[src/hw/rpfs_pkg.sv]
// package: constants and carrier types for the reset and port b pin-function select block
package rpfs_pkg;

   // reset release count in internal clock cycles
   localparam int unsigned RELEASE_CYCLES = 32;

   // reset value of the reset-pin role select (0 = reset input)
   localparam logic RESET_PIN_ROLE_RST = 1'b0;

   // clock-output source encodings
   typedef enum logic [1:0] {
      RPFS_CLOCK_OUTPUT_PIN_OFF    = 2'h0,
      RPFS_CLOCK_OUTPUT_PIN_MASTER = 2'h1,
      RPFS_CLOCK_OUTPUT_PIN_BUS    = 2'h2,
      RPFS_CLOCK_OUTPUT_PIN_OSC    = 2'h3
   } rpfs_clock_output_pin_e;

   // role of the shared timer / clock-output line
   typedef enum logic [1:0] {
      RPFS_B4_GPIO  = 2'h0,
      RPFS_B4_TIMER = 2'h1,
      RPFS_B4_CLOCK_OUTPUT_PIN  = 2'h2
   } rpfs_b4_role_e;

   // role of the serial-clock capable line
   typedef enum logic {
      RPFS_B7_GPIO = 1'b0,
      RPFS_B7_SCL  = 1'b1
   } rpfs_b7_role_e;

   localparam logic [1:0] B4_ROLE_RST = 2'h0;
   localparam logic       B7_ROLE_RST = 1'b0;
   localparam logic [1:0] CLOCK_OUTPUT_PIN_SEL_RST = 2'h0;

   // pad triple: input level, output level, active-low output enable
   typedef struct packed {
      logic in;
      logic out;
      logic oe_n;
   } rpfs_pad_s;

   // software configuration
   typedef struct packed {
      logic          reset_pin_gpio;
      rpfs_b7_role_e b7_role;
      rpfs_b4_role_e b4_role;
      rpfs_clock_output_pin_e    clock_output_pin_sel;
   } rpfs_cfg_s;

   // per-line general purpose port controls
   typedef struct packed {
      logic out;
      logic dir_out;
   } rpfs_gpio_s;

endpackage

[src/hw/rpfs_sync.sv]
// two-flop synchroniser for an asynchronous pin level
`timescale 1ns/1ps
module rpfs_sync #(
   parameter logic RESET_VAL = 1'b1
) (
   // clock and reset
   input  wire logic clock_i,
   input  wire logic reset_i,
   // level
   input  wire logic async_i,
   output logic      sync_o
);
   logic stage1;
   logic stage2;

   always_ff @(posedge clock_i) begin
      if (reset_i) begin
         stage1 <= RESET_VAL;
         stage2 <= RESET_VAL;
      end else begin
         stage1 <= async_i;
         stage2 <= stage1;
      end
   end

   assign sync_o = stage2;
endmodule

[src/hw/rpfs_top.sv]
// pin-function select for the reset pin and two shared port b lines
// Overview of operation
// - reset pin low in reset role holds whole chip in reset
// - internal reset ends synchronously after a fixed count of clocks
// - port a role: input or open-drain output, pin reset ignored
// - any reset returns the reset pin to its reset-input role
// - serial-clock line defaults to port b, peripheral role needs software
// - timer/clock-output line defaults to port b, roles set by software
// - clock-output source: off at 0, master clock, bus clock, oscillator
// - in serial-clock role the line is both input and output
// - each port b line individually programmable as input or output
`timescale 1ns/1ps
module rpfs_top #(
   parameter int unsigned RELEASE_CYCLES = rpfs_pkg::RELEASE_CYCLES
) (
   // clock and other reset sources
   input  wire logic                clock_i,
   input  wire logic                reset_i,
   input  wire logic                watchdog_reset_i,
   input  wire logic                soft_reset_i,
   // clock sources for the clock output
   input  wire logic                system_master_clock_i,
   input  wire logic                peripheral_bus_clock_i,
   input  wire logic                oscillator_clock_i,
   // software configuration
   input  wire rpfs_pkg::rpfs_cfg_s cfg_i,
   input  wire logic                cfg_write_i,
   // port a line on the reset pin
   input  wire logic                port_a_out_i,
   output logic                     port_a_in_o,
   // port b controls
   input  wire rpfs_pkg::rpfs_gpio_s port_b_line_seven_ctl_i,
   input  wire rpfs_pkg::rpfs_gpio_s port_b_line_four_ctl_i,
   output logic                     port_b_line_seven_in_o,
   output logic                     port_b_line_four_in_o,
   // serial clock from the i2c unit
   input  wire logic                scl_out_i,
   output logic                     scl_in_o,
   // timer channel zero
   input  wire logic                timer_channel_zero_out_i,
   input  wire logic                timer_channel_zero_oe_i,
   output logic                     timer_channel_zero_in_o,
   // reset pin pad
   input  wire logic                reset_pad_in_i,
   output logic                     reset_pad_out_o,
   output logic                     reset_pad_oe_n_o,
   // port b line seven pad
   input  wire logic                b7_pad_in_i,
   output logic                     b7_pad_out_o,
   output logic                     b7_pad_oe_n_o,
   // port b line four pad
   input  wire logic                b4_pad_in_i,
   output logic                     b4_pad_out_o,
   output logic                     b4_pad_oe_n_o,
   // chip reset
   output logic                     chip_reset_o
);
   localparam int CW = $clog2(RELEASE_CYCLES + 1);

   logic                reset_pin_sync;
   logic                b7_sync;
   logic                b4_sync;
   logic                any_reset;
   logic                pin_reset;
   rpfs_pkg::rpfs_cfg_s cfg;
   rpfs_pkg::rpfs_cfg_s next_cfg;
   logic [CW-1:0]       count;
   logic [CW-1:0]       next_count;
   logic                chip_reset;
   logic                next_chip_reset;
   logic                clock_output_pin_level;

   // pad levels are asynchronous to clock_i
   rpfs_sync #(.RESET_VAL(1'b1)) u_sync_rst (
      .clock_i (clock_i),
      .reset_i (reset_i),
      .async_i (reset_pad_in_i),
      .sync_o  (reset_pin_sync)
   );
   rpfs_sync #(.RESET_VAL(1'b1)) u_sync_b7 (
      .clock_i (clock_i),
      .reset_i (reset_i),
      .async_i (b7_pad_in_i),
      .sync_o  (b7_sync)
   );
   rpfs_sync #(.RESET_VAL(1'b1)) u_sync_b4 (
      .clock_i (clock_i),
      .reset_i (reset_i),
      .async_i (b4_pad_in_i),
      .sync_o  (b4_sync)
   );

   // pin reset counts only while the pin is in its reset role
   assign pin_reset = !cfg.reset_pin_gpio && !reset_pin_sync;
   assign any_reset = pin_reset || watchdog_reset_i || soft_reset_i;

   // configuration: returns to defaults under any reset source
   always_comb begin
      next_cfg = cfg;
      if (chip_reset) begin
         next_cfg.reset_pin_gpio = rpfs_pkg::RESET_PIN_ROLE_RST;
         next_cfg.b7_role = rpfs_pkg::rpfs_b7_role_e'(rpfs_pkg::B7_ROLE_RST);
         next_cfg.b4_role = rpfs_pkg::rpfs_b4_role_e'(rpfs_pkg::B4_ROLE_RST);
         next_cfg.clock_output_pin_sel = rpfs_pkg::rpfs_clock_output_pin_e'(rpfs_pkg::CLOCK_OUTPUT_PIN_SEL_RST);
      end else if (cfg_write_i) begin
         next_cfg = cfg_i;
      end
   end

   always_ff @(posedge clock_i) begin
      if (reset_i) begin
         cfg.reset_pin_gpio <= rpfs_pkg::RESET_PIN_ROLE_RST;
         cfg.b7_role        <= rpfs_pkg::RPFS_B7_GPIO;
         cfg.b4_role        <= rpfs_pkg::RPFS_B4_GPIO;
         cfg.clock_output_pin_sel       <= rpfs_pkg::RPFS_CLOCK_OUTPUT_PIN_OFF;
      end else begin
         cfg <= next_cfg;
      end
   end

   // release counter: reset held while a source is active, then a fixed count
   always_comb begin
      next_count      = count;
      next_chip_reset = chip_reset;
      if (any_reset) begin
         next_count      = '0;
         next_chip_reset = 1'b1;
      end else if (chip_reset) begin
         if (count == CW'(RELEASE_CYCLES - 1)) begin
            next_chip_reset = 1'b0;
         end else begin
            next_count = count + 1'b1;
         end
      end
   end

   always_ff @(posedge clock_i) begin
      if (reset_i) begin
         count      <= '0;
         chip_reset <= 1'b1;
      end else begin
         count      <= next_count;
         chip_reset <= next_chip_reset;
      end
   end

   assign chip_reset_o = chip_reset;

   // clock output is a plain mux; glitches on a source switch are accepted
   always_comb begin
      case (cfg.clock_output_pin_sel)
         rpfs_pkg::RPFS_CLOCK_OUTPUT_PIN_OFF:    clock_output_pin_level = 1'b0;
         rpfs_pkg::RPFS_CLOCK_OUTPUT_PIN_MASTER: clock_output_pin_level = system_master_clock_i;
         rpfs_pkg::RPFS_CLOCK_OUTPUT_PIN_BUS:    clock_output_pin_level = peripheral_bus_clock_i;
         rpfs_pkg::RPFS_CLOCK_OUTPUT_PIN_OSC:    clock_output_pin_level = oscillator_clock_i;
         default:                    clock_output_pin_level = 1'b0;
      endcase
   end

   // reset pin: open-drain port a, never driven high
   always_comb begin
      reset_pad_out_o  = 1'b0;
      reset_pad_oe_n_o = 1'b1;
      if (cfg.reset_pin_gpio && !port_a_out_i) begin
         reset_pad_oe_n_o = 1'b0;
      end
   end
   assign port_a_in_o = reset_pin_sync;

   // line seven: port b or open-drain serial clock
   always_comb begin
      b7_pad_out_o  = port_b_line_seven_ctl_i.out;
      b7_pad_oe_n_o = !port_b_line_seven_ctl_i.dir_out;
      case (cfg.b7_role)
         rpfs_pkg::RPFS_B7_SCL: begin
            b7_pad_out_o  = 1'b0;
            b7_pad_oe_n_o = scl_out_i;
         end
         default: begin
         end
      endcase
   end
   assign scl_in_o               = b7_sync;
   assign port_b_line_seven_in_o = b7_sync;

   // line four: port b, timer channel zero or clock output
   always_comb begin
      b4_pad_out_o  = port_b_line_four_ctl_i.out;
      b4_pad_oe_n_o = !port_b_line_four_ctl_i.dir_out;
      case (cfg.b4_role)
         rpfs_pkg::RPFS_B4_TIMER: begin
            b4_pad_out_o  = timer_channel_zero_out_i;
            b4_pad_oe_n_o = !timer_channel_zero_oe_i;
         end
         rpfs_pkg::RPFS_B4_CLOCK_OUTPUT_PIN: begin
            b4_pad_out_o  = clock_output_pin_level;
            b4_pad_oe_n_o = 1'b0;
         end
         default: begin
         end
      endcase
   end
   assign timer_channel_zero_in_o = b4_sync;
   assign port_b_line_four_in_o   = b4_sync;

   // assertions
   release_count_a: assert property (@(posedge clock_i) disable iff (reset_i)
      $fell(chip_reset) |-> $past(count) == CW'(RELEASE_CYCLES - 1))
      else $error("internal reset released before the fixed count");
   pin_hold_a: assert property (@(posedge clock_i) disable iff (reset_i)
      pin_reset |=> chip_reset)
      else $error("reset pin low did not hold chip reset");
   // a low pad in port a role must not start a chip reset; other sources excluded
   gpio_ignore_a: assert property (@(posedge clock_i) disable iff (reset_i)
      cfg.reset_pin_gpio && !chip_reset && !watchdog_reset_i && !soft_reset_i
      |=> !chip_reset && !reset_pad_out_o)
      else $error("port a role still resets or drives high");
   role_default_a: assert property (@(posedge clock_i) disable iff (reset_i)
      chip_reset |=> !cfg.reset_pin_gpio)
      else $error("reset pin role not restored after reset");
   scl_default_a: assert property (@(posedge clock_i) disable iff (reset_i)
      chip_reset |=> cfg.b7_role == rpfs_pkg::RPFS_B7_GPIO)
      else $error("serial clock line not back to port b");
   b4_default_a: assert property (@(posedge clock_i) disable iff (reset_i)
      chip_reset |=> cfg.b4_role == rpfs_pkg::RPFS_B4_GPIO)
      else $error("timer line not back to port b");
   clock_output_pin_off_a: assert property (@(posedge clock_i) disable iff (reset_i)
      cfg.b4_role == rpfs_pkg::RPFS_B4_CLOCK_OUTPUT_PIN && cfg.clock_output_pin_sel == rpfs_pkg::RPFS_CLOCK_OUTPUT_PIN_OFF
      |-> !b4_pad_out_o && !b4_pad_oe_n_o)
      else $error("disabled clock output not held low");
   scl_drive_a: assert property (@(posedge clock_i) disable iff (reset_i)
      cfg.b7_role == rpfs_pkg::RPFS_B7_SCL |-> b7_pad_oe_n_o == scl_out_i && !b7_pad_out_o)
      else $error("serial clock line not open drain");
   gpio_dir_a: assert property (@(posedge clock_i) disable iff (reset_i)
      cfg.b7_role == rpfs_pkg::RPFS_B7_GPIO
      |-> b7_pad_oe_n_o == !port_b_line_seven_ctl_i.dir_out)
      else $error("port b direction not followed");
   sync_path_a: assert property (@(posedge clock_i) disable iff (reset_i)
      (!cfg.reset_pin_gpio && !reset_pad_in_i) [*3] |-> pin_reset)
      else $error("synchronised reset pin level late");
endmodule

[config.mk]
export PLATFORM = sky130hd
export DESIGN_NAME = rpfs_top
export DESIGN_NICKNAME = d
export VERILOG_FILES = /design/src/hw/rpfs_pkg.sv /design/src/hw/rpfs_sync.sv /design/src/hw/rpfs_top.sv
export SDC_FILE = /design/constraint.sdc
export NUM_CORES = 1
export LEC_CHECK = 0
export BUFFER_PORTS_ARGS = -buffer_cell sky130_fd_sc_hd__buf_2
export CORE_UTILIZATION = 40
export CTS_BUF_LIST = sky130_fd_sc_hd__clkbuf_8
export CTS_CLUSTER_SIZE = 16
export DETAILED_ROUTE_END_ITERATION = 12
export PLACE_DENSITY = 0.69
export SLEW_MARGIN = 0
export SYNTH_ARGS = -nofsm -noshare
export SYNTH_HDL_FRONTEND = slang
export SYNTH_SLANG_ARGS = --single-unit
[constraint.sdc]
create_clock -name clock_i -period 3.45 [get_ports clock_i]
set_clock_uncertainty 0.15 [all_clocks]
set_input_delay 0.5175 -clock clock_i [delete_from_list [all_inputs] [get_ports clock_i]]
set_output_delay 0.5175 -clock clock_i [all_outputs]
set_load 0.01 [all_outputs]
==> summary.md, run 1 <==
| Metric | Value |
|---|---|
| Status | complete, no violations |
| Count of final hold-check violations | 0 |
| Per-instance average area after synthesis | 9.22 µm² |
| Cell Area, Placed | 0.00103 mm² |
| Slack of the worst reg-to-reg path | 1910 ps |
| Routed wire length on met3 | 79 µm |
| DR vias | 728 |
| Final-layout setup total negative slack | 0 ps |
| Area Growth Syn to Fin | 26.4% |
| DRC Markers | 0 |
| Met2 wirelength from detailed routing | 663 µm |
| Per-cell routed wire length | 9.43 µm |
| Clock sink total | 19 |
| Leakage power | 0.460 nW |
| Unrepaired setup endpoints after global routing | false |
| Cell Rows | 16 |
| Part of the Yosys area used for sequential elements | 44.8% |
| Startpoint kind of the worst setup timing path | flip-flop |
| CTS max path bufs | 2 |
| Flip-flop cell with the highest count after synthesis | sky130_fd_sc_hd__dfxtp_1 |
| Type of the setup path with the least slack | flip-flop to output port |
| Post-synth net total | 120 |
| Most common cell after layout, fill and taps aside | sky130_fd_sc_hd__buf_2 |
| Port Buf Inserts | 35 |
| Post-DRT Antenna Nets | 0 |
| Worst hold path type | flip-flop to flip-flop |
| Number of setup violations in the final report | 0 |
| Antenna violations before repair | 0 |
| DP HPWL | 1150 µm |
| Area of the multi-input gates | 415 µm² |
| Number of violations of the max-capacitance limit | 0 |
| Number of unique standard cell types used by synthesis | 27 |
| Initial standard-cell utilization of the core | 42.8% |
| Power density over the cells | 379 mW/mm² |
| Number of instances in the synthesized netlist | 92 |
| Clock transition at path regs | 70 ps |
| TritonCTS clock tree | built |
| Area of the die | 0.00231 mm² |
| GRT Resource Usage Total | 13.3% |
| Maximum level of the CTS H-tree | 1 |
| First-pass DRT Iterations | 5 |
| Count of routing violations after the opening detailed-route iteration | 12 |
| Pin count of the biggest net entering global routing | 11 |
| Critical path, cell by cell | inv_1 -> ha_1 -> nor2_1 -> nand2_1 -> o21ai_0 -> buf_2 |
| Maximum operating frequency | 0.500 GHz |
| Worst IR drop on VDD | 259 µV |
| Netlist Area Pre-Place | 848 µm² |
| Post-CTS resize count | 0 |
| Avg Vias per Cell | 4.76 |
| Uppermost signal routing layer after detailed routing | met4 |
| Number of register bits inferred by synthesis | 19 |
| Most used cells in the layout excluding fill and tap cells | sky130_fd_sc_hd__buf_2 (35), sky130_fd_sc_hd__dfxtp_1 (19), sky130_fd_sc_hd__mux2i_1 (10) |
| Share of final-layout standard cells stronger than drive strength 1 | 31.7% |
| Placer Congestion | 0.631 |
| Warnings from Yosys | 0 |
| Layout net count | 155 |
| Clock network latency to the later pin of the worst-skew pair | 250 ps |
| Arrival time at the worst endpoint | 1330 ps |
| Cell at the root of the clock tree | sky130_fd_sc_hd__clkbuf_8 |
| First-pass GRT wire length | 2130 µm |
| Cell area after layout | 0.00107 mm² |
| Family with the most delay on the worst path | flip-flops |
| Flip-flop and latch area | 380 µm² |
| Global route total overflow | 0 |
| Diodes inserted | 0 |
| Die extent in y | 48.1 µm |
| Top-Level Pins | 37 |
| Final worst-path cycle share | 58.0% |
| Sort of element at the end of the critical path | output port |
| Routed Wire Length | 1440 µm |
| Share of synthesized registers carrying an async set or reset | 0% |
| Layout filler cell count | 192 |
| Buf+Inv Stages, Crit Path | 2 |
| Number of enable-type register cells in the synthesized netlist | 0 |
| X dimension of the die | 48.1 µm |
| Number of buffers created by CTS | 3 |
| Vias in the first global route | 535 |
| Final number of max-transition violations | 0 |
| Endpoint required time on the critical path | 2780 ps |
| Area of the core region | 0.00198 mm² |
| Max Fanout on Critical Path | 3 |
| Quantity of hold-fixing buffers added after cts | 0 |
| Critical-path cell with the highest stage delay | sky130_fd_sc_hd__dfxtp_1 |
| Met1 wire length | 693 µm |
| Max stage delay on crit path | 360 ps |
| Shortest clock period the worst path allows after layout | 2000 ps |
| Post-CTS Setup Repair Bufs | 0 |
-- registers in the layout (all words and copies together) (netlist names) --
register / flops
count: 6
chip_reset_o: 1
u_sync_b4.stage1: 1
u_sync_rst.stage1: 1
u_sync_b7.sync_o: 1
u_sync_rst.sync_o: 1
cfg: 6
u_sync_b7.stage1: 1
u_sync_b4.sync_o: 1
-- power breakdown --
part	internal, W	switching, W	total (W)	leakage, nW
Sequential	0.000223	0.00000161	0.000225	0.155
Combinational	0.0000192	0.0000143	0.0000335	0.278
Clock	0.0000790	0.0000696	0.000149	0.0269
Total	0.000321	0.0000856	0.000407	0.460
-- through the flow --
stage | setup WS, ps | power, W | hold WS, ps | utilization [%] | std cells
final | 1450 | 0.000407 | 259 | 54.1 | 153
after global routing | 1330 | 0.000425 | 279 | 54.1 | 153
after detailed placement | 1560 | 0.000264 | 252 | 51.8 | 149
after CTS | 1440 | 0.000411 | 264 | 54.1 | 153
after global placement | 1580 | 0.000263 | 236 | 51.8 | 149
after floorplan | 1690 | 0.000246 | 233 | - | 92
-- cell families after synthesis --
group                    share of synthesized area (%)
AND/OR/NAND/NOR                                   22.4
other                                            0.442
AO/OA/AOI/OAI                                     9.88
buffers and inverters                             6.19
multiplexers                                      11.8
adder cells (fa/ha/maj)                           4.43
flip-flops                                        44.8
-- worst reg2reg max path, cell delays in order (launching register included) --
cell                      delay [ps]
sky130_fd_sc_hd__dfxtp_1         390
sky130_fd_sc_hd__ha_1            280
sky130_fd_sc_hd__nand2_1          80
sky130_fd_sc_hd__o31a_1          330
sky130_fd_sc_hd__or2_1           210
-- synthesized netlist by cell type (2+ instances only) --
library cell / n / area [µm²]
sky130_fd_sc_hd__nor2_1: 8 / 30.0
sky130_fd_sc_hd__dfxtp_1: 19 / 380
sky130_fd_sc_hd__ha_1: 3 / 37.5
sky130_fd_sc_hd__mux2i_1: 10 / 100
sky130_fd_sc_hd__buf_4: 3 / 22.5
sky130_fd_sc_hd__a21oi_1: 4 / 20.0
sky130_fd_sc_hd__nand2_1: 6 / 22.5
sky130_fd_sc_hd__or2_1: 9 / 56.3
sky130_fd_sc_hd__o21ai_0: 3 / 15.0
sky130_fd_sc_hd__inv_1: 6 / 22.5
sky130_fd_sc_hd__clkbuf_1: 2 / 7.51
sky130_fd_sc_hd__nand3_1: 4 / 20.0
-- cell type report --
class	count	area share (%)
Multi-Input combinational cell	62	38.7
Sequential cell	19	35.5
Timing Repair Buffer	35	16.3
Clock buffer	3	3.85
Tap cell	27	3.15
Inverter	6	2.10
Clock inverter	1	0.350
-- metal layers --
metal / vias up / track usage, %
li1: 379 / -
met1: 319 / 17.6
met3: 2 / 3.40
met5: - / 0
met4: 0 / 6.67
met2: 28 / 20.0
-- path summary, 6_finish.rpt --
path,to,startpoint,cells past startpoint
worst max-delay path,b4_pad_oe_n_o,cfg[2]$_SDFFE_PP0P_,6
worst min register to register,u_sync_b7.sync_o$_SDFF_PP1_,u_sync_b7.stage1$_SDFF_PP1_,1
worst max register to register,chip_reset_o$_SDFF_PP1_,count[0]$_SDFFE_PP0P_,4
worst min-delay path,u_sync_b7.sync_o$_SDFF_PP1_,u_sync_b7.stage1$_SDFF_PP1_,1
Note: power is estimated with default switching activity, not from simulation.
==> run 2, diff against run 1 <==
--- a/config.mk
+++ b/config.mk
@@ -10,7 +10,7 @@
 export CTS_BUF_LIST = sky130_fd_sc_hd__clkbuf_8
 export CTS_CLUSTER_SIZE = 16
 export DETAILED_ROUTE_END_ITERATION = 12
-export PLACE_DENSITY = 0.69
+export PLACE_DENSITY = 0.72
 export SLEW_MARGIN = 0
 export SYNTH_ARGS = -nofsm -noshare
 export SYNTH_HDL_FRONTEND = slang
==> constraint.sdc (replaced) <==
create_clock -name clock_i -period 1.8 [get_ports clock_i]
set_clock_uncertainty 0.15 [all_clocks]
set_input_delay 0.27 -clock clock_i [delete_from_list [all_inputs] [get_ports clock_i]]
set_output_delay 0.27 -clock clock_i [all_outputs]
set_load 0.01 [all_outputs]
==> summary.md, run 2 (synthesis results as in run 1) <==
| Metric | Value |
|---|---|
| DRC Markers | 0 |
| Power density over the cells | 715 mW/mm² |
| Share of final-layout standard cells stronger than drive strength 1 | 36.5% |
| Worst hold-check slack | 39.7 ps |
| Initial standard-cell utilization of the core | 42.8% |
| Per-cell routed wire length | 10.6 µm |
| Worst r2r dst | chip_reset_o$_SDFF_PP1_ |
| Part of the total power dissipated in combinational logic | 8.5% |
| Count of final hold-check violations | 0 |
| Layout filler cell count | 177 |
| TritonCTS clock tree | built |
| Layout net count | 155 |
| Global route total overflow | 0 |
| Quantity of hold-fixing buffers added after cts | 0 |
| Vias in the first global route | 569 |
| Length in cells of the worst reg-to-reg path | 4 |
| DP HPWL | 1200 µm |
| Sort of element at the end of the critical path | output port |
| X dimension of the die | 48.1 µm |
| Post-CTS resize count | 0 |
| Antenna violations before repair | 0 |
| Status | complete, no violations |
| Hold Path Stages | 2 |
| Final-layout setup total negative slack | 0 ps |
| Count of routing violations after the opening detailed-route iteration | 10 |
| Placer Congestion | 0.765 |
| Routed Wire Length | 1620 µm |
| Avg Vias per Cell | 4.82 |
| Port Buf Inserts | 35 |
| Clock sink total | 19 |
| Shortest clock period the worst path allows after layout | 1740 ps |
| Worst hold path type | input port to flip-flop |
| Area of the core region | 0.00198 mm² |
| Largest registers in the final layout | cfg (6), count (6) |
| Clk pwr share | 36.6% |
| DR vias | 738 |
| Endpoint with the worst hold slack | u_sync_b4.stage1$_SDFF_PP1_ |
| Max Fanout on Critical Path | 3 |
| Most common cell after layout, fill and taps aside | sky130_fd_sc_hd__buf_2 |
| Clock network latency to the later pin of the worst-skew pair | 250 ps |
| Clock transition at path regs | 70 ps |
| Top-Level Pins | 37 |
| Cell at the root of the clock tree | sky130_fd_sc_hd__clkbuf_8 |
| Leakage power | 0.462 nW |
| Die extent in y | 48.1 µm |
| Number of violations of the max-capacitance limit | 0 |
| Number of buffers created by CTS | 3 |
| Post-DRT Antenna Nets | 0 |
| Maximum level of the CTS H-tree | 1 |
| Launching point of the worst reg2reg path | count[0]$_SDFFE_PP0P_ |
| Fraction of the core area covered by cells at the end of the flow | 55.2% |
| CTS max path bufs | 2 |
| Most used cells in the layout excluding fill and tap cells | sky130_fd_sc_hd__buf_2 (35), sky130_fd_sc_hd__dfxtp_1 (17), sky130_fd_sc_hd__mux2i_1 (10) |
| Type of the setup path with the least slack | flip-flop to output port |
| Pin count of the biggest net entering global routing | 12 |
| Internal power component | 0.000618 W |
| Area Growth Syn to Fin | 29.1% |
| Slack of the worst reg-to-reg path | 270 ps |
| Worst hold path startpoint | b4_pad_in_i |
| Area of the die | 0.00231 mm² |
| Switching power | 0.000165 W |
| First-pass GRT wire length | 2260 µm |
| Final number of max-transition violations | 0 |
| Final worst-path cycle share | 96.8% |
| Seq pwr share | 54.9% |
| GRT Resource Usage Total | 14.5% |
| Startpoint kind of the worst setup timing path | flip-flop |
| Diodes inserted | 0 |
| Arrival time at the worst endpoint | 1320 ps |
| Post-CTS Setup Repair Bufs | 0 |
| First-pass DRT Iterations | 4 |
| Switching Share | 21.0% |
| Maximum operating frequency | 0.574 GHz |
| Worst IR drop on VDD | 541 µV |
| Endpoint required time on the critical path | 1380 ps |
| Number of setup violations in the final report | 0 |
| Cell Rows | 16 |
-- run 2: worst max-delay path by stage --
stage                                   end             startpoint  cells past startpoint
CTS                            b4_pad_out_o    cfg[2]$_SDFFE_PP0P_                      5
floorplan           chip_reset_o$_SDFF_PP1_  count[0]$_SDFFE_PP0P_                      4
global route                   b4_pad_out_o    cfg[2]$_SDFFE_PP0P_                      6
detailed placement  chip_reset_o$_SDFF_PP1_  count[0]$_SDFFE_PP0P_                      4
finish                         b4_pad_out_o    cfg[2]$_SDFFE_PP0P_                      6
global placement    chip_reset_o$_SDFF_PP1_  count[0]$_SDFFE_PP0P_                      4
-- run 2: final cells by class --
class                   count  area, µm²  area share (%)
clock inverters             1       5.00           0.457
inverters                   6       22.5            2.06
clock buffers               3       41.3            3.77
well taps                  27       33.8            3.09
multi-input cells          62        434            39.7
repair buffers             35        175            16.0
flip-flops and latches     19        383            35.0
-- run 2: per-layer routing --
metal / share of wire, % / vias to the layer above / GRT usage [%]
li1: - / 376 / -
met4: 0.49 / 0 / 8.33
met1: 43 / 334 / 16.7
met2: 51 / 26 / 24.3
met5: 0 / - / 0
met3: 4.8 / 2 / 3.40
-- run 2: per-stage QoR --
stage                     setup WS (ps)  total power, W  instances  instance area (µm²)
after floorplan                     372        0.000472         92                  848
after global placement              335        0.000504        149                 1030
after detailed placement            290        0.000506        149                 1030
after CTS                          23.3        0.000788        153                 1070
after global routing              -9.30        0.000815        153                 1090
final                              58.4        0.000783        153                 1090
-- run 2: critical path, cell delays in order, from the launching register on --
cell,delay (ps)
sky130_fd_sc_hd__dfxtp_2,330
sky130_fd_sc_hd__inv_2,70
sky130_fd_sc_hd__ha_4,120
sky130_fd_sc_hd__inv_1,30
sky130_fd_sc_hd__a211o_1,240
sky130_fd_sc_hd__a2bb2oi_2,140
sky130_fd_sc_hd__buf_2,140
-- run 2: power by group through the flow --
| stage | Sequential, W | Combinational, W | Clock (W) |
|---|---|---|---|
| 2_1_floorplan | 0.000441 | 0.0000312 | 0 |
| 3_3_place_gp | 0.000440 | 0.0000641 | 0 |
| 3_5_place_dp | 0.000440 | 0.0000658 | 0 |
| 4_1_cts | 0.000430 | 0.0000661 | 0.000292 |
| 5_1_grt | 0.000431 | 0.0000748 | 0.000309 |
| 6_report | 0.000430 | 0.0000665 | 0.000287 |
==> run 3, diff against run 2 <==
--- a/config.mk
+++ b/config.mk
@@ -5,12 +5,13 @@
 export SDC_FILE = /design/constraint.sdc
 export NUM_CORES = 1
 export LEC_CHECK = 0
+export ABC_AREA = 1
 export BUFFER_PORTS_ARGS = -buffer_cell sky130_fd_sc_hd__buf_2
 export CORE_UTILIZATION = 40
 export CTS_BUF_LIST = sky130_fd_sc_hd__clkbuf_8
 export CTS_CLUSTER_SIZE = 16
 export DETAILED_ROUTE_END_ITERATION = 12
-export PLACE_DENSITY = 0.72
+export PLACE_DENSITY = 0.71
 export SLEW_MARGIN = 0
 export SYNTH_ARGS = -nofsm -noshare
 export SYNTH_HDL_FRONTEND = slang
==> summary.md, run 3 <==
| Metric | Value |
|---|---|
| Global route total overflow | 0 |
| GRT Resource Usage Total | 15.5% |
| Cell Area, Placed | 0.00106 mm² |
| Quantity of hold-fixing buffers added after cts | 0 |
| Clock transition at path regs | 70 ps |
| Netlist Area Pre-Place | 876 µm² |
| First-pass GRT wire length | 2810 µm |
| DP HPWL | 1380 µm |
| Area of the die | 0.00238 mm² |
| Max stage delay on crit path | 330 ps |
| Count of routing violations after the opening detailed-route iteration | 8 |
| Most used standard cell by instance count after synthesis | sky130_fd_sc_hd__nand2_1 |
| Layout net count | 178 |
| Part of the Yosys area used for sequential elements | 43.4% |
| Top-area cell type share of the netlist area | 43.4% |
| Post-DRT Antenna Nets | 0 |
| Fraction of the core area covered by cells at the end of the flow | 56.2% |
| DRC Markers | 0 |
| Critical path, cell by cell | inv_1 -> ha_4 -> o21a_1 -> nand3b_1 -> a21oi_1 -> buf_2 |
| Number of instances in the synthesized netlist | 113 |
| Diodes inserted | 0 |
| Number of enable-type register cells in the synthesized netlist | 0 |
| Avg Vias per Cell | 4.69 |
| Pin count of the biggest net entering global routing | 12 |
| Worst hold-check slack | 41.6 ps |
| Final-layout setup total negative slack | 0 ps |
| Cell type with the largest total area after synthesis | sky130_fd_sc_hd__dfxtp_1 |
| Max Fanout on Critical Path | 2 |
| Endpoint with the worst hold slack | u_sync_rst.stage1$_SDFF_PP1_ |
| Number of setup violations in the final report | 0 |
| Routed Wire Length | 1730 µm |
| Hold Path Stages | 2 |
| Antenna violations before repair | 0 |
| Area Growth Syn to Fin | 28.4% |
| Area of the multi-input gates | 443 µm² |
| Top-Level Pins | 37 |
| Arrival time at the worst endpoint | 1280 ps |
| X dimension of the die | 48.8 µm |
| Worst hold path type | input port to flip-flop |
| Worst IR drop on VDD | 471 µV |
| Number of buffers created by CTS | 3 |
| DR vias | 825 |
| Shortest clock period the worst path allows after layout | 1700 ps |
| Most common cell after layout, fill and taps aside | sky130_fd_sc_hd__buf_2 |
| Cell at the root of the clock tree | sky130_fd_sc_hd__clkbuf_8 |
| Warnings from Yosys | 0 |
| Length in cells of the worst reg-to-reg path | 8 |
| Per-cell routed wire length | 9.81 µm |
| Vias in the first global route | 697 |
| Cell area after layout | 0.00112 mm² |
| CTS max path bufs | 2 |
| Slack of the worst reg-to-reg path | 390 ps |
| Number of register bits inferred by synthesis | 19 |
| Area of the core region | 0.00200 mm² |
| Per-instance average area after synthesis | 7.75 µm² |
| Port Buf Inserts | 35 |
| Sort of element at the end of the critical path | output port |
| Leakage power | 0.496 nW |
| Endpoint required time on the critical path | 1380 ps |
| Launching point of the worst reg2reg path | count[0]$_SDFFE_PP0P_ |
| Count of final hold-check violations | 0 |
| Most used cells in the layout excluding fill and tap cells | sky130_fd_sc_hd__buf_2 (35), sky130_fd_sc_hd__nand2_1 (24), sky130_fd_sc_hd__dfxtp_1 (18) |
| Final worst-path cycle share | 94.6% |
| Maximum level of the CTS H-tree | 1 |
| Maximum operating frequency | 0.587 GHz |
| Share of final-layout standard cells stronger than drive strength 1 | 38.9% |
| Final number of max-transition violations | 0 |
| Biggest area contributors in the synthesized netlist | sky130_fd_sc_hd__dfxtp_1 (43%), sky130_fd_sc_hd__nand2_1 (10%), sky130_fd_sc_hd__a21oi_1 (6.3%), sky130_fd_sc_hd__or2_2 (5.0%), sky130_fd_sc_hd__nor2_1 (4.7%) |
| Clock sink total | 19 |
| Cell Rows | 16 |
| Unrepaired setup endpoints after global routing | false |
| Startpoint kind of the worst setup timing path | flip-flop |
| Number of violations of the max-capacitance limit | 0 |
| Clock network latency to the later pin of the worst-skew pair | 250 ps |
| Status | complete, no violations |
| TritonCTS clock tree | built |
| Layout filler cell count | 205 |
| Worst hold path startpoint | reset_pad_in_i |
| Total power after layout | 0.000785 W |
| Critical-path cell with the highest stage delay | sky130_fd_sc_hd__dfxtp_2 |
| Share of synthesized registers carrying an async set or reset | 0% |
| Die extent in y | 48.8 µm |
| Flip-flop cell with the highest count after synthesis | sky130_fd_sc_hd__dfxtp_1 |
| Worst r2r dst | count[4]$_SDFFE_PP0P_ |
| Type of the setup path with the least slack | flip-flop to output port |
| Placer Congestion | 0.748 |
| Power density over the cells | 698 mW/mm² |
| Initial standard-cell utilization of the core | 43.8% |
| Largest registers in the final layout | cfg (6), count (6) |
| Number of unique standard cell types used by synthesis | 24 |
| Post-synth net total | 141 |
| Most common library cells after synthesis | sky130_fd_sc_hd__nand2_1 (24), sky130_fd_sc_hd__dfxtp_1 (19), sky130_fd_sc_hd__a21oi_1 (11), sky130_fd_sc_hd__nor2_1 (11), sky130_fd_sc_hd__inv_1 (9) |
| Flip-flop and latch area | 382 µm² |
| First-pass DRT Iterations | 4 |
-- run 3: cell count changes after synthesis, moves of 3 or more --
cell / before / now
sky130_fd_sc_hd__nand2_1: 6 / 24
sky130_fd_sc_hd__mux2i_1: 10 / 0
sky130_fd_sc_hd__or2_1: 9 / 0
sky130_fd_sc_hd__a21oi_1: 4 / 11
sky130_fd_sc_hd__or2_2: 0 / 7
sky130_fd_sc_hd__inv_1: 6 / 9
sky130_fd_sc_hd__nor2_1: 8 / 11
-- run 3: worst max-delay path: cells and delay by family, from the launching register on --
family,cells,cell delay [ps]
fa+ha+maj,1,150
flops,1,330
simple gates,1,80
compound gates,2,220
buf+inv,2,250
-- run 3: per-layer routing --
metal	GRT usage [%]	routed length, µm
met4	7.35	25
met3	2.80	65
met2	28.7	906
met1	16.8	730
met5	0	0
-- run 3: timing repair --
action	CTS	global route
pin swaps	0	0
endpoints found under the setup margin	2	2
endpoints found under the hold margin	0	0
setup buffers	0	0
resized for setup	1	4
-- run 3: worst max-delay path by stage --
| stage | start | end | slack, ps | depth (start not counted) |
|---|---|---|---|---|
| 2_1_floorplan | cfg[2]$_SDFFE_PP0P_ | b4_pad_oe_n_o | 390 | 4 |
| 3_3_place_gp | cfg[2]$_SDFFE_PP0P_ | b4_pad_oe_n_o | 370 | 6 |
| 3_5_place_dp | cfg[2]$_SDFFE_PP0P_ | b4_pad_oe_n_o | 290 | 6 |
| 4_1_cts | cfg[2]$_SDFFE_PP0P_ | b4_pad_oe_n_o | 50 | 5 |
| 5_1_grt | cfg[2]$_SDFFE_PP0P_ | b4_pad_out_o | 10 | 6 |
| 6_report | cfg[2]$_SDFFE_PP0P_ | b4_pad_out_o | 100 | 6 |
-- run 3: area by class of cell --
cell class	instances	area share [%]
repair buffers	35	15.6
clock buffers	3	3.67
flip-flops and latches	19	33.9
well taps	27	3.00
inverters	12	4.00
clock inverters	1	0.445
multi-input cells	79	39.4
-- run 3: power breakdown --
part           internal, W  switching, W
registers         0.000428    0.00000309
logic            0.0000331     0.0000277
clock network     0.000154      0.000140
total             0.000614      0.000171
-- run 3: cells by family after synthesis --
family / Yosys count / synth area share [%]
buf+inv: 15 / 7.71
simple gates: 55 / 30.7
fa+ha+maj: 3 / 4.29
other cells: 1 / 0.428
flops: 19 / 43.4
xor+xnor: 1 / 1.00
compound gates: 19 / 12.4
-- run 3: stage by stage --
step	setup slack (ps)	std cells
final	97.0	176
after floorplan	389	113
after detailed placement	288	172
after global placement	366	172
after CTS	54.7	176
after global routing	12.3	176
